### src/rtl/wrstate_regs.svh
// Constants for the state register write decoder: encodings, bus offsets, reset values.
// Assumes inclusion by the decoder module and its bench, at most once per file.
`ifndef WRSTATE_REGS_SVH
`define WRSTATE_REGS_SVH
// Instruction encoding
`define OP_FORMAT3 2'h2
`define OPCODE_EXT_WRSTATE 6'h30
`define DST_SW_RESET 5'h0F
`define DST_ANCILLARY_BASE 5'h10
`define SIMM_WIDTH 13
// Soft interrupt register
`define SOFTINT_WIDTH 17
`define SOFTINT_RESET 17'h00000
// Bus register byte offsets
`define ADDR_CTRL 8'h00
`define ADDR_EVENT_STATUS 8'h04
`define ADDR_EVENT_MASK 8'h08
`define ADDR_SOFTINT 8'h0C
`define ADDR_LAST_TRAP 8'h10
// Control and event fields
`define CTRL_ENABLE_BIT 0
`define CTRL_RESET 32'h00000001
`define EVENT_WIDTH 5
`define EV_ILLEGAL 0
`define EV_FP_DISABLED 1
`define EV_PRIV_OPCODE 2
`define EV_PRIV_ACTION 3
`define EV_SW_RESET 4
`define EVENT_RESET 5'h00
`endif

### src/rtl/wrstate_pkg.sv
// Types shared by the state register write decoder and its bench.
// Assumes nothing of its surroundings; the constants live in their own header.
`default_nettype none
package wrstate_pkg;
  // Target codes equal the destination field value
  typedef enum logic [4:0] {
    TGT_UPPER_DIVIDEND = 5'h00, TGT_CCR = 5'h02, TGT_ASI = 5'h03, TGT_FP_STATUS = 5'h06,
    TGT_PERF_CONTROL = 5'h10, TGT_PERF_COUNTERS = 5'h11, TGT_DISPATCH_CONTROL = 5'h12,
    TGT_GRAPHICS_STATE = 5'h13, TGT_SOFTINT_SET = 5'h14, TGT_SOFTINT_CLEAR = 5'h15,
    TGT_SOFTINT = 5'h16, TGT_TICK_COMPARE = 5'h17, TGT_SYSTEM_TICK = 5'h18,
    TGT_SYSTEM_TICK_COMPARE = 5'h19
  } target_t;
  typedef enum logic [2:0] {
    TRAP_NONE = 3'b000, TRAP_ILLEGAL = 3'b001, TRAP_FP_DISABLED = 3'b010,
    TRAP_PRIV_OPCODE = 3'b011, TRAP_PRIV_ACTION = 3'b100
  } trap_t;
  typedef struct packed {
    logic [31:0] instr;
    logic [63:0] src_one;
    logic [63:0] src_two;
  } issue_t;
  typedef struct packed {
    logic proc_state_privileged;
    logic proc_state_fp_enable;
    logic status_reg_fp_enable_bit;
    logic counter_user_lock_bit;
  } proc_state_t;
  typedef struct packed {
    target_t target;
    logic [63:0] data;
  } commit_t;
endpackage
`default_nettype wire

### src/rtl/state_register_write_decode.sv
// Decoder and executor of the write-state-register instruction, with an AHB-Lite register slave.
// Assumes a single issue pipeline presenting one instruction at a time and a state register file
// that applies the committed write, masking it to the target's writable fields.
// Assumes issue fields stay stable while issue_valid is high.
// Assumes a bus master that leaves an idle cycle after each single transfer.
//
// The placing of the registers and the AHB-Lite register port were decided locally.
`timescale 1ns/1ns
`default_nettype none
`include "wrstate_regs.svh"

module state_register_write_decode (
  input wire logic clk, // Core clock, 100 MHz
  input wire logic rst, // Asynchronous reset, active high
  input wire logic issue_valid, // Instruction presented
  output logic issue_ready, // Instruction taken when both high
  input wire wrstate_pkg::issue_t issue, // Instruction word and operands
  input wire wrstate_pkg::proc_state_t proc_state, // Privilege and fp enable state
  input wire logic fp_pending, // Floating-point operations outstanding
  output logic commit_valid, // One-cycle write strobe
  output wrstate_pkg::commit_t commit, // Target and write value
  output logic trap_valid, // One-cycle trap report
  output wrstate_pkg::trap_t trap_code, // Trap kind
  output logic software_reset_instruction, // One-cycle software reset request
  output logic [`SOFTINT_WIDTH-1:0] soft_interrupt, // Soft interrupt register
  input wire logic hsel, // AHB-Lite slave select
  input wire logic [31:0] haddr, // Byte address
  input wire logic [1:0] htrans, // Transfer type
  input wire logic hwrite, // Write when high
  input wire logic [2:0] hsize, // Word transfers only
  input wire logic hready, // Bus ready in
  input wire logic [31:0] hwdata, // Write data
  output logic [31:0] hrdata, // Read data
  output logic hreadyout, // Never waits
  output logic hresp, // Always OKAY
  output logic irq // Level interrupt
);

  // Reserved destination numbers; 15 is left to the trap logic since one form of it is legal
  function automatic logic is_reserved(input logic [4:0] dst);
    is_reserved = (dst == 5'h01) || (dst == 5'h04) || (dst == 5'h05)
      || ((dst >= 5'h07) && (dst <= 5'h0E)) || (dst >= 5'h1A);
  endfunction

  // Destinations that need privilege to write
  // Perf counters are not listed: their guard also depends on the user lock
  function automatic logic is_priv_only(input logic [4:0] dst);
    is_priv_only = (dst == 5'h10) || (dst == 5'h12) || ((dst >= 5'h14) && (dst <= 5'h19));
  endfunction

  // Targets whose new value the very next word must see
  function automatic logic is_serialising(input logic [4:0] code);
    is_serialising = (code == 5'h02) || (code == 5'h03) || (code == 5'h06);
  endfunction

  logic [31:0] ctrl;
  logic [`EVENT_WIDTH-1:0] event_status;
  logic [`EVENT_WIDTH-1:0] event_mask;
  logic [`EVENT_WIDTH-1:0] event_set;
  logic serial_hold;

  // Instruction fields
  logic [1:0] op;
  logic [4:0] dst;
  logic [5:0] opcode_extension_field;
  logic [4:0] source_one_field;
  logic imm_select;
  logic [`SIMM_WIDTH-1:0] signed_immediate_field;
  assign op = issue.instr[31:30];
  assign dst = issue.instr[29:25];
  assign opcode_extension_field = issue.instr[24:19];
  assign source_one_field = issue.instr[18:14];
  assign imm_select = issue.instr[13];
  assign signed_immediate_field = issue.instr[12:0];
  // Only the fp stall on issue_ready acts on these fields before a word is taken

  logic is_wrstate;
  logic is_ancillary;
  logic is_sw_reset;
  logic [63:0] write_value;
  assign is_wrstate = (op == `OP_FORMAT3) && (opcode_extension_field == `OPCODE_EXT_WRSTATE);
  assign is_ancillary = is_wrstate && (dst >= `DST_ANCILLARY_BASE);
  assign is_sw_reset = is_wrstate && (dst == `DST_SW_RESET)
    && (source_one_field == 5'h00) && imm_select;
  // Operand is the sign-extended immediate or the second source
  // Worked out for every word; only a taken legal write lets it out
  assign write_value = issue.src_one ^ (imm_select
    ? {{(64-`SIMM_WIDTH){signed_immediate_field[`SIMM_WIDTH-1]}}, signed_immediate_field}
    : issue.src_two);

  // Trap selection; reserved numbers first, then fp enable, then privilege
  // One verdict per word: the first match in this order wins
  // The reset form of 15 is a legal word and gets no trap
  wrstate_pkg::trap_t next_trap;
  always_comb begin
    next_trap = wrstate_pkg::TRAP_NONE;
    if (is_wrstate) begin
      if (dst == `DST_SW_RESET) begin
        // Other rd=15 encodings have no defined meaning here
        if (!is_sw_reset) begin
          next_trap = wrstate_pkg::TRAP_ILLEGAL;
        end
      end else if (is_reserved(dst)) begin
        next_trap = wrstate_pkg::TRAP_ILLEGAL;
      end else if (dst == 5'h13) begin
        if (!proc_state.proc_state_fp_enable || !proc_state.status_reg_fp_enable_bit) begin
          next_trap = wrstate_pkg::TRAP_FP_DISABLED;
        end
      end else if (dst == 5'h11) begin
        if (!proc_state.proc_state_privileged && proc_state.counter_user_lock_bit) begin
          next_trap = wrstate_pkg::TRAP_PRIV_ACTION;
        end
      end else if (is_priv_only(dst) && !proc_state.proc_state_privileged) begin
        // Perf control and the other privileged ancillaries alike
        next_trap = wrstate_pkg::TRAP_PRIV_OPCODE;
      end
    end
  end

  // Stall an fp status write behind pending fp work; hold after a non-delayed write
  // A stalled status write holds back every later word too, which keeps program order
  // Ready looks at the offered word even while valid is low; harmless, nothing is taken
  logic fp_stall;
  assign fp_stall = is_wrstate && (dst == 5'h06) && fp_pending;
  assign issue_ready = ctrl[`CTRL_ENABLE_BIT] && !fp_stall && !serial_hold;

  // Handshake and the decision to write
  logic take;
  logic does_write;
  assign take = issue_valid && issue_ready;
  // Write only when decoded, legal and not the reset encoding
  // The reset encoding is taken and reported but writes no register
  assign does_write = take && is_wrstate && (next_trap == wrstate_pkg::TRAP_NONE)
    && (dst != `DST_SW_RESET);

  // Commit port; routing is by target code equal to destination
  // Target and data hold between writes; only the strobe marks a new one
  always_ff @(posedge clk or posedge rst) begin
    if (rst) begin
      commit_valid <= 1'b0;
      commit <= '0;
    end else begin
      commit_valid <= does_write;
      if (does_write) begin
        commit.target <= wrstate_pkg::target_t'(dst);
        commit.data <= write_value;
      end
    end
  end

  // Serialise after ccr, asi or fp status so the follower sees the value
  // One bubble per such write, cheaper than forwarding the new value to the issue side
  always_ff @(posedge clk or posedge rst) begin
    if (rst) begin
      serial_hold <= 1'b0;
    end else begin
      serial_hold <= does_write && is_serialising(dst);
    end
  end

  // Trap report, one per taken instruction that traps, in issue order
  // trap_code keeps the last verdict so software can read it back
  always_ff @(posedge clk or posedge rst) begin
    if (rst) begin
      trap_valid <= 1'b0;
      trap_code <= wrstate_pkg::TRAP_NONE;
      software_reset_instruction <= 1'b0;
    end else begin
      trap_valid <= take && (next_trap != wrstate_pkg::TRAP_NONE);
      if (take) begin
        trap_code <= next_trap;
      end
      software_reset_instruction <= take && is_sw_reset;
    end
  end

  // Soft interrupt register kept here since set and clear need its old value
  // Bits above the register width are not writable and are dropped
  logic [`SOFTINT_WIDTH-1:0] softint_value;
  assign softint_value = write_value[`SOFTINT_WIDTH-1:0];
  always_ff @(posedge clk or posedge rst) begin
    if (rst) begin
      soft_interrupt <= `SOFTINT_RESET;
    end else if (does_write && is_ancillary) begin
      unique case (dst)
        5'h14: soft_interrupt <= soft_interrupt | softint_value;
        5'h15: soft_interrupt <= soft_interrupt & ~softint_value;
        5'h16: soft_interrupt <= softint_value;
        default: soft_interrupt <= soft_interrupt;
      endcase
    end
  end

  // Events for the interrupt status
  always_comb begin
    event_set = '0;
    if (take) begin
      event_set[`EV_ILLEGAL] = (next_trap == wrstate_pkg::TRAP_ILLEGAL);
      event_set[`EV_FP_DISABLED] = (next_trap == wrstate_pkg::TRAP_FP_DISABLED);
      event_set[`EV_PRIV_OPCODE] = (next_trap == wrstate_pkg::TRAP_PRIV_OPCODE);
      event_set[`EV_PRIV_ACTION] = (next_trap == wrstate_pkg::TRAP_PRIV_ACTION);
      event_set[`EV_SW_RESET] = is_sw_reset;
    end
  end

  // AHB-Lite address phase capture; a write lands at the end of its data phase
  // hsize and the byte lanes are ignored: only whole aligned words are expected
  logic wr_pend;
  logic [7:0] wr_addr;
  logic addr_take;
  assign addr_take = hsel && htrans[1] && hready;
  always_ff @(posedge clk or posedge rst) begin
    if (rst) begin
      wr_pend <= 1'b0;
      wr_addr <= 8'h00;
    end else begin
      wr_pend <= addr_take && hwrite;
      if (addr_take) begin
        wr_addr <= haddr[7:0];
      end
    end
  end

  // Control register steers whether instructions are accepted
  // Clearing the enable stops new words; a word already taken still answers
  always_ff @(posedge clk or posedge rst) begin
    if (rst) begin
      ctrl <= `CTRL_RESET;
      event_mask <= `EVENT_RESET;
    end else if (wr_pend) begin
      if (wr_addr == `ADDR_CTRL) begin
        ctrl <= {31'h00000000, hwdata[`CTRL_ENABLE_BIT]};
      end
      if (wr_addr == `ADDR_EVENT_MASK) begin
        event_mask <= hwdata[`EVENT_WIDTH-1:0];
      end
    end
  end

  // Sticky status, write one to clear; a new event wins over its clear
  // Losing an event to a clear in the same cycle would hide a trap from software
  logic [`EVENT_WIDTH-1:0] status_clear;
  assign status_clear = (wr_pend && (wr_addr == `ADDR_EVENT_STATUS)) ? hwdata[`EVENT_WIDTH-1:0] : '0;
  always_ff @(posedge clk or posedge rst) begin
    if (rst) begin
      event_status <= `EVENT_RESET;
    end else begin
      event_status <= (event_status & ~status_clear) | event_set;
    end
  end
  // Level interrupt while any unmasked event is pending
  assign irq = |(event_status & event_mask);

  // Register map, one aligned word each:
  //   0x00 control, bit 0 lets instructions in, set out of reset
  //   0x04 event status, sticky, write one to clear
  //   0x08 event mask, same layout as the status
  //   0x0C soft interrupt register, read only
  //   0x10 verdict of the last taken word, read only
  function automatic logic [31:0] read_word(input logic [7:0] addr);
    unique case (addr)
      `ADDR_CTRL: read_word = ctrl;
      `ADDR_EVENT_STATUS: read_word = {{(32-`EVENT_WIDTH){1'b0}}, event_status};
      `ADDR_EVENT_MASK: read_word = {{(32-`EVENT_WIDTH){1'b0}}, event_mask};
      `ADDR_SOFTINT: read_word = {{(32-`SOFTINT_WIDTH){1'b0}}, soft_interrupt};
      `ADDR_LAST_TRAP: read_word = {29'h00000000, trap_code};
      default: read_word = 32'h00000000;
    endcase
  endfunction

  // Read data is taken at the address phase and stands from a flip-flop through the data phase;
  // a read placed straight after a write, with no idle cycle, sees the value before that write
  always_ff @(posedge clk or posedge rst) begin
    if (rst) begin
      hrdata <= 32'h00000000;
    end else if (addr_take && !hwrite) begin
      hrdata <= read_word(haddr[7:0]);
    end
  end

  // Zero wait states, so no stall is ever inserted
  assign hreadyout = 1'b1;
  assign hresp = 1'b0;

endmodule

`default_nettype wire

### config.mk
export PLATFORM = sky130hd
export DESIGN_NAME = state_register_write_decode
export DESIGN_NICKNAME = d
export VERILOG_FILES = /design/src/rtl/wrstate_pkg.sv /design/src/rtl/state_register_write_decode.sv
export VERILOG_INCLUDE_DIRS = /design/src /design/src/rtl
export SDC_FILE = /design/constraint.sdc
export NUM_CORES = 1
export LEC_CHECK = 0
export BUFFER_PORTS_ARGS = -buffer_cell sky130_fd_sc_hd__buf_2
export CAP_MARGIN = 0
export CORE_ASPECT_RATIO = 1.2
export CORE_MARGIN = 3
export CORE_UTILIZATION = 35
export CTS_CLUSTER_DIAMETER = 150
export DETAILED_ROUTE_END_ITERATION = 8
export PLACE_DENSITY = 0.73
export SLEW_MARGIN = 25
export SYNTH_ARGS = -nofsm -noshare
export SYNTH_HDL_FRONTEND = slang
export SYNTH_SLANG_ARGS = --single-unit
### constraint.sdc
create_clock -name clk -period 7 [get_ports clk]
set_input_delay 1.4 -clock clk [delete_from_list [all_inputs] [get_ports clk]]
set_output_delay 1.4 -clock clk [all_outputs]
set_load 0.02 [all_outputs]
* Yosys cells after proc, flatten, opt, wreduce, memory -nomap -nowiden *
Cells that the tools add are included.

cells by class
  magnitude comparators = 6
  eq/ne operators = 27
  muxes and demuxes = 14
  bitwise logic cells = 8
  reductions and logical operators = 51

operators with widths
  kind                                                              count
  17-bit one-hot mux with 5 select lines                            1
  64-bit two-way mux                                                1
  64-bit XOR                                                        1
  17-bit one-hot mux with 3 select lines                            1
  5-bit == test (second input constant)                             7
  1-bit logical AND                                                 26
  8-bit by 4-bit == test with 1-bit output (second input constant)  3
  3-bit two-way mux                                                 6
  17-bit bitwise AND                                                1
  17-bit inverter                                                   1
  17-bit bitwise OR                                                 1
  8-bit by 3-bit == test with 1-bit output (second input constant)  2
  8-bit logical NOT                                                 2
  5-bit by 3-bit == test with 1-bit output (second input constant)  3
  5-bit greater-or-equal comparator (second input constant)         3
  5-bit bitwise AND                                                 2
  5-bit by 2-bit == test with 1-bit output (second input constant)  2
  5-bit two-way mux                                                 2
  1-bit logical OR                                                  9
  8-bit by 5-bit == test with 1-bit output (second input constant)  1
  3-bit by 2-bit == test with 1-bit output (second input constant)  2
  6-bit == test (second input constant)                             1
  1-bit logical NOT                                                 6
  2-bit AND reduction                                               3
  other kinds (17)                                                  19

storage, ports and cells
  register bits after elaboration = 145
  output and inout bits = 128
  logic and storage cells = 120

* Logic depth before layout (Yosys ltp) *
  depth in word-level cells = 15
  depth in mapped cells = 9
  gate-level depth less buffers = 5

* Least setup slack after synthesis *
Ideal clock, no wire load.

  path kind = input to output
  start = input port issue[154] in the netlist's numbering
  end = output port issue_ready
  arrival time = 2.614 ns
  path slack = 2.986 ns
  stages on the path = 4
  cell sequence = clkbuf_1 -> or3b_2 -> nor3_1 -> a21oi_1

between the ends
  longest elaborated chain between the ends = 6

RTL lines
  item                                      line                                source
  start, declared                           state_register_write_decode.sv:17   input wire wrstate_pkg::issue_t issue,
  5-bit by 3-bit == test with 1-bit output  state_register_write_decode.sv:124  assign fp_stall = is_wrstate && (dst == 5'h06) && fp_pending;
  1-bit logical AND (2 in series)           state_register_write_decode.sv:124
  1-bit logical NOT                         state_register_write_decode.sv:125  assign issue_ready = ctrl[`CTRL_ENABLE_BIT] && !fp_stall && !serial_hold;
  1-bit logical AND (2 in series)           state_register_write_decode.sv:125
  end, declared                             state_register_write_decode.sv:16   output logic issue_ready,

Every way passes these cells.

* Final worst setup path *
  start = input port issue[158] in the netlist's numbering
  end = register commit[29] in the netlist's numbering

between the ends
  longest elaborated chain between the ends = 11
  elaborated cells on any way between the ends = 18
  those cells by class = eq/ne (1); mux (3); reduce/logical (14)

RTL lines
  item                                                           line                                                                    source
  2-bit == test (no line) (*)                                    -
  1-bit logical AND (*)                                          state_register_write_decode.sv:81                                       assign is_wrstate = (op == `OP_FORMAT3) && (opcode_extension_field == `OPCODE_EXT_WRSTATE);
  1-bit logical AND (on tied branches) (2 in series)             state_register_write_decode.sv:83, state_register_write_decode.sv:124
  1-bit logical AND / 1-bit logical NOT (equally long branches)  state_register_write_decode.sv:83, state_register_write_decode.sv:125
  1-bit two-way mux / 1-bit logical AND (equally long branches)  state_register_write_decode.sv:100, state_register_write_decode.sv:125
  3-bit two-way mux / 1-bit logical AND (equally long branches)  state_register_write_decode.sv:98, state_register_write_decode.sv:125
  3-bit two-way mux / 1-bit logical AND (equally long branches)  state_register_write_decode.sv:97, state_register_write_decode.sv:130
  3-bit logical NOT / 1-bit logical AND (equally long branches)  state_register_write_decode.sv:133                                      assign does_write = take && is_wrstate && (next_trap == wrstate_pkg::TRAP_NONE)
  1-bit logical AND (*) (2 in series)                            state_register_write_decode.sv:133
  end, declared                                                  state_register_write_decode.sv:21                                       output wrstate_pkg::commit_t commit,

Every way passes the cells marked *; elsewhere a longest branch is shown, timed or not.
A chain may end at the register's enable or synchronous reset.

==> impl_metrics.env <==
export IMPL_track_usage_pct=17.6
export IMPL_grt_max_degree=83
export IMPL_switching_power_uw=466
export IMPL_start_util_pct=35.9
export IMPL_finalInstanceArea_um2=9350
export IMPL_met3_usage_pct=4.89
export IMPL_powerDensity_nw_per_um2=216
export IMPL_ios=368
export IMPL_drive_above_1_share_pct=49.1
export IMPL_reg2reg_from="ctrl[0]"
export IMPL_yosys_warnings=0
export IMPL_rr_worst_depth=5
export IMPL_die_height_um=162
export IMPL_post_cts_setup_buffers=0
export IMPL_top_usage_layer="met2"
export IMPL_fillers=1796
export IMPL_r2r_end="commit[29]"
export IMPL_worstSetupPathType="in2reg"
export IMPL_critPathMaxFanout=62
export IMPL_maxSlewHeadroom_pct=35.8
export IMPL_antenna_cells=0
export IMPL_syn_avg_cell_area_um2=12.1
export IMPL_rsz0062_at_grt="no"
export IMPL_endpoint_kind="flip-flop"
export IMPL_hp_class="reg2reg"
export IMPL_hp_start="hrdata[4]"
export IMPL_max_freq_mhz=220
export IMPL_firstDrtPassIters=7
export IMPL_power_frac_seq_pct=38.4
export IMPL_fin_nets=1099
export IMPL_power_total_uw=2020
export IMPL_layout_area_seq_um2=3250
export IMPL_cts_clk_slew_worst_paths_ps=60
export IMPL_leakage_uw=0.00500
export IMPL_vdd_ir_drop_max_uv=152
export IMPL_antenna_found_initial=3
export IMPL_hpwlAfterDp_um=14500
export IMPL_finalMaxSlewViolations=0
export IMPL_multi_input_area_um2=3540
export IMPL_cp_required_ps=7290
export IMPL_grt_pass1_vias=5625
export IMPL_grt_pass1_wl_um=30100
export IMPL_maxCapViolCount=0
export IMPL_synthFlopType="dfrtp_1"
export IMPL_intPower_uw=1550
export IMPL_initialDrtViolationCount=204
export IMPL_clock_path_buffers=2
export IMPL_die_w_um=136
export IMPL_arrival_ps=4840
export IMPL_min_period_over_period_pct=65.0
export IMPL_cts_hold_buf=0
export IMPL_grt_overflow_total=0
export IMPL_grt_met2_usage_pct=30.5
export IMPL_synth_async_sr_flop_share_pct=100
export IMPL_design_die_area_um2=21900
export IMPL_p_clk_share_pct=50.1
export IMPL_vias=5525
export IMPL_use_met1_pct=21.2
export IMPL_clock_latency_ps=410
export IMPL_r2r_setup_slack_ps=3890
export IMPL_cts_max_level=4
export IMPL_cts_buffers=17
export IMPL_cts_sink_count=130
export IMPL_outcome="finished, final reports clean"
export IMPL_area_growth_pct=32.3
export IMPL_finalHoldViolCount=0
export IMPL_tns_ps=0
export IMPL_min_period_ps=4550
export IMPL_syn_inst=584
export IMPL_drtAntennaViolNets=0
export IMPL_vias_per_cell=4.88
export IMPL_finish_utilization_pct=47.5
export IMPL_share_comb_of_total_power_pct=11.5
export IMPL_finalSetupViolCount=0
export IMPL_netSwitchingFraction_pct=23.1
export IMPL_hold_path_end="hrdata[4]"
export IMPL_cts_tree="built"
export IMPL_core_um2=19700
export IMPL_placed_area_um2=8670
export IMPL_netlist_area_um2=7060
export IMPL_drc=0
export IMPL_ys_seq_elements=130
export IMPL_root_buffer="clkbuf_16"
export IMPL_ys_seq_area_share_pct=46.1
export IMPL_globalplace_congestion=0.784
export IMPL_fin_skew_ps=7.36
export IMPL_port_buffers=295
export IMPL_hold_slack_ps=491
export IMPL_worst_slew_pin_slew_ps=963
export IMPL_hold_depth=2
export IMPL_cts_resized=0
export IMPL_synth_edf_count=0
export IMPL_wl_um=19500
export IMPL_setup_worst_path_start_class="input port"
export IMPL_yosysUniqueCellTypes=52
export IMPL_wl_per_cell_um=17.2
export IMPL_rows=56
flip-flops by register name (all words and copies together) (netlist names), 3 cells and up:
name and cells:
hrdata 17, trap_code 3, wr_addr 8, commit 69, soft_interrupt 17, event_mask 5, event_status 5
cell usage after synthesis (all sizes together) (2+ instances only):
master	instances	share of area [%]
nor4b	18	2.2
a22o	12	1.5
nand3	2	0.14
nor3b	3	0.32
nand2b	5	0.44
nor3	7	0.57
mux2	85	17
xnor2	64	7.9
or4	2	0.21
or3b	2	0.25
inv	4	0.21
clkbuf	30	1.6
a22oi	5	0.53
a21oi	55	3.9
buf	29	3.3
or3	3	0.34
o31ai	2	0.21
nand2	26	1.4
nor2b	5	0.44
o22ai	3	0.27
mux2i	33	4.7
a2bb2oi	17	2.1
nand4	2	0.18
nand4b	2	0.25
o41ai	2	0.25
conb	2	0.11
dfrtp	129	46
o21ai	7	0.50
a32o	2	0.28
nor4	3	0.27
nor2	4	0.21
a21o	4	0.43
nor4bb	2	0.28
cell usage in the layout (no fill, tap or decap), drive strengths merged, types with 2 or more instances in the layout:
| master | synthesis | final |
|---|---|---|
| buf | 29 | 300 |
| dfrtp | 129 | 129 |
| mux2 | 85 | 85 |
| xnor2 | 64 | 64 |
| a21oi | 55 | 55 |
| mux2i | 33 | 33 |
| nand2 | 26 | 26 |
| clkbuf | 30 | 22 |
| nor4b | 18 | 18 |
| a2bb2oi | 17 | 17 |
| conb | 2 | 17 |
| a22o | 12 | 12 |
| o21ai | 7 | 7 |
| nor3 | 7 | 7 |
| inv | 4 | 7 |
| nor2b | 5 | 5 |
| nand2b | 5 | 5 |
| a22oi | 5 | 5 |
| bufinv | 0 | 5 |
| a21o | 4 | 4 |
| nor2 | 4 | 4 |
| nor3b | 3 | 3 |
| o22ai | 3 | 3 |
| or3 | 3 | 3 |
| nor4 | 3 | 3 |
| or3b | 2 | 2 |
| or4 | 2 | 2 |
| nand4b | 2 | 2 |
| nand4 | 2 | 2 |
| nor4bb | 2 | 2 |
| nand3 | 2 | 2 |
| o31ai | 2 | 2 |
| a32o | 2 | 2 |
| o41ai | 2 | 2 |
| clkinv | 1 | 2 |
power groups by stage:
| stage | logic [uW] | clock network (uW) | registers [uW] |
|---|---|---|---|
| after global routing | 256 | 1070 | 776 |
| after floorplan | 152 | 0 | 788 |
| after CTS | 236 | 1030 | 774 |
| final | 232 | 1010 | 774 |
| after detailed placement | 235 | 0 | 788 |
| after global placement | 230 | 0 | 787 |
final cells by class:
type | instances | share of cell area [%]
well taps | 261 | 3.49
clock inverters | 10 | 2.06
flip-flops and latches | 130 | 34.8
clock buffers | 22 | 5.18
inverters | 5 | 0.254
repair buffers | 300 | 16.3
multi-input cells | 405 | 37.9
stage by stage:
step                instances  setup slack, ps
floorplan                 599             2130
global placement         1101             1950
detailed placement       1101             2080
CTS                      1133             2490
global route             1133             2300
finish                   1133             2450
layer usage:
metal	wire length, um	up-vias
met5	41	-
met4	356	6
met3	1440	31
met2	9770	227
met1	7880	2640
li1	-	2621
worst max-delay path by stage:
stage	from	endpoint	cells past startpoint
2_1_floorplan	rst	commit[0]	1
4_1_cts	issue[158]	commit[24]	7
3_5_place_dp	issue[158]	commit[29]	7
3_3_place_gp	issue[153]	commit[37]	7
6_report	issue[158]	commit[29]	7
5_1_grt	issue[154]	commit[37]	7
cell families (layout without fill, tap and decap cells):
logic type / Yosys count / after routing / synth area share [%]
flip-flops: 130 / 130 / 46.1
multiplexers: 118 / 118 / 21.8
AO/OA/AOI/OAI: 114 / 114 / 10.6
AND/OR/NAND/NOR: 92 / 92 / 8.29
XOR/XNOR: 64 / 64 / 7.93
buffers and inverters: 64 / 337 / 5.19
other: 2 / 17 / 0.106
worst max-delay path: stages:
cell	delay [ps]
buf_2	90
or4b_4	550
or3_4	380
or4_1	950
nand4bb_4	550
buf_6	440
mux2_4	400
Power figures use the tool's default switching activity.
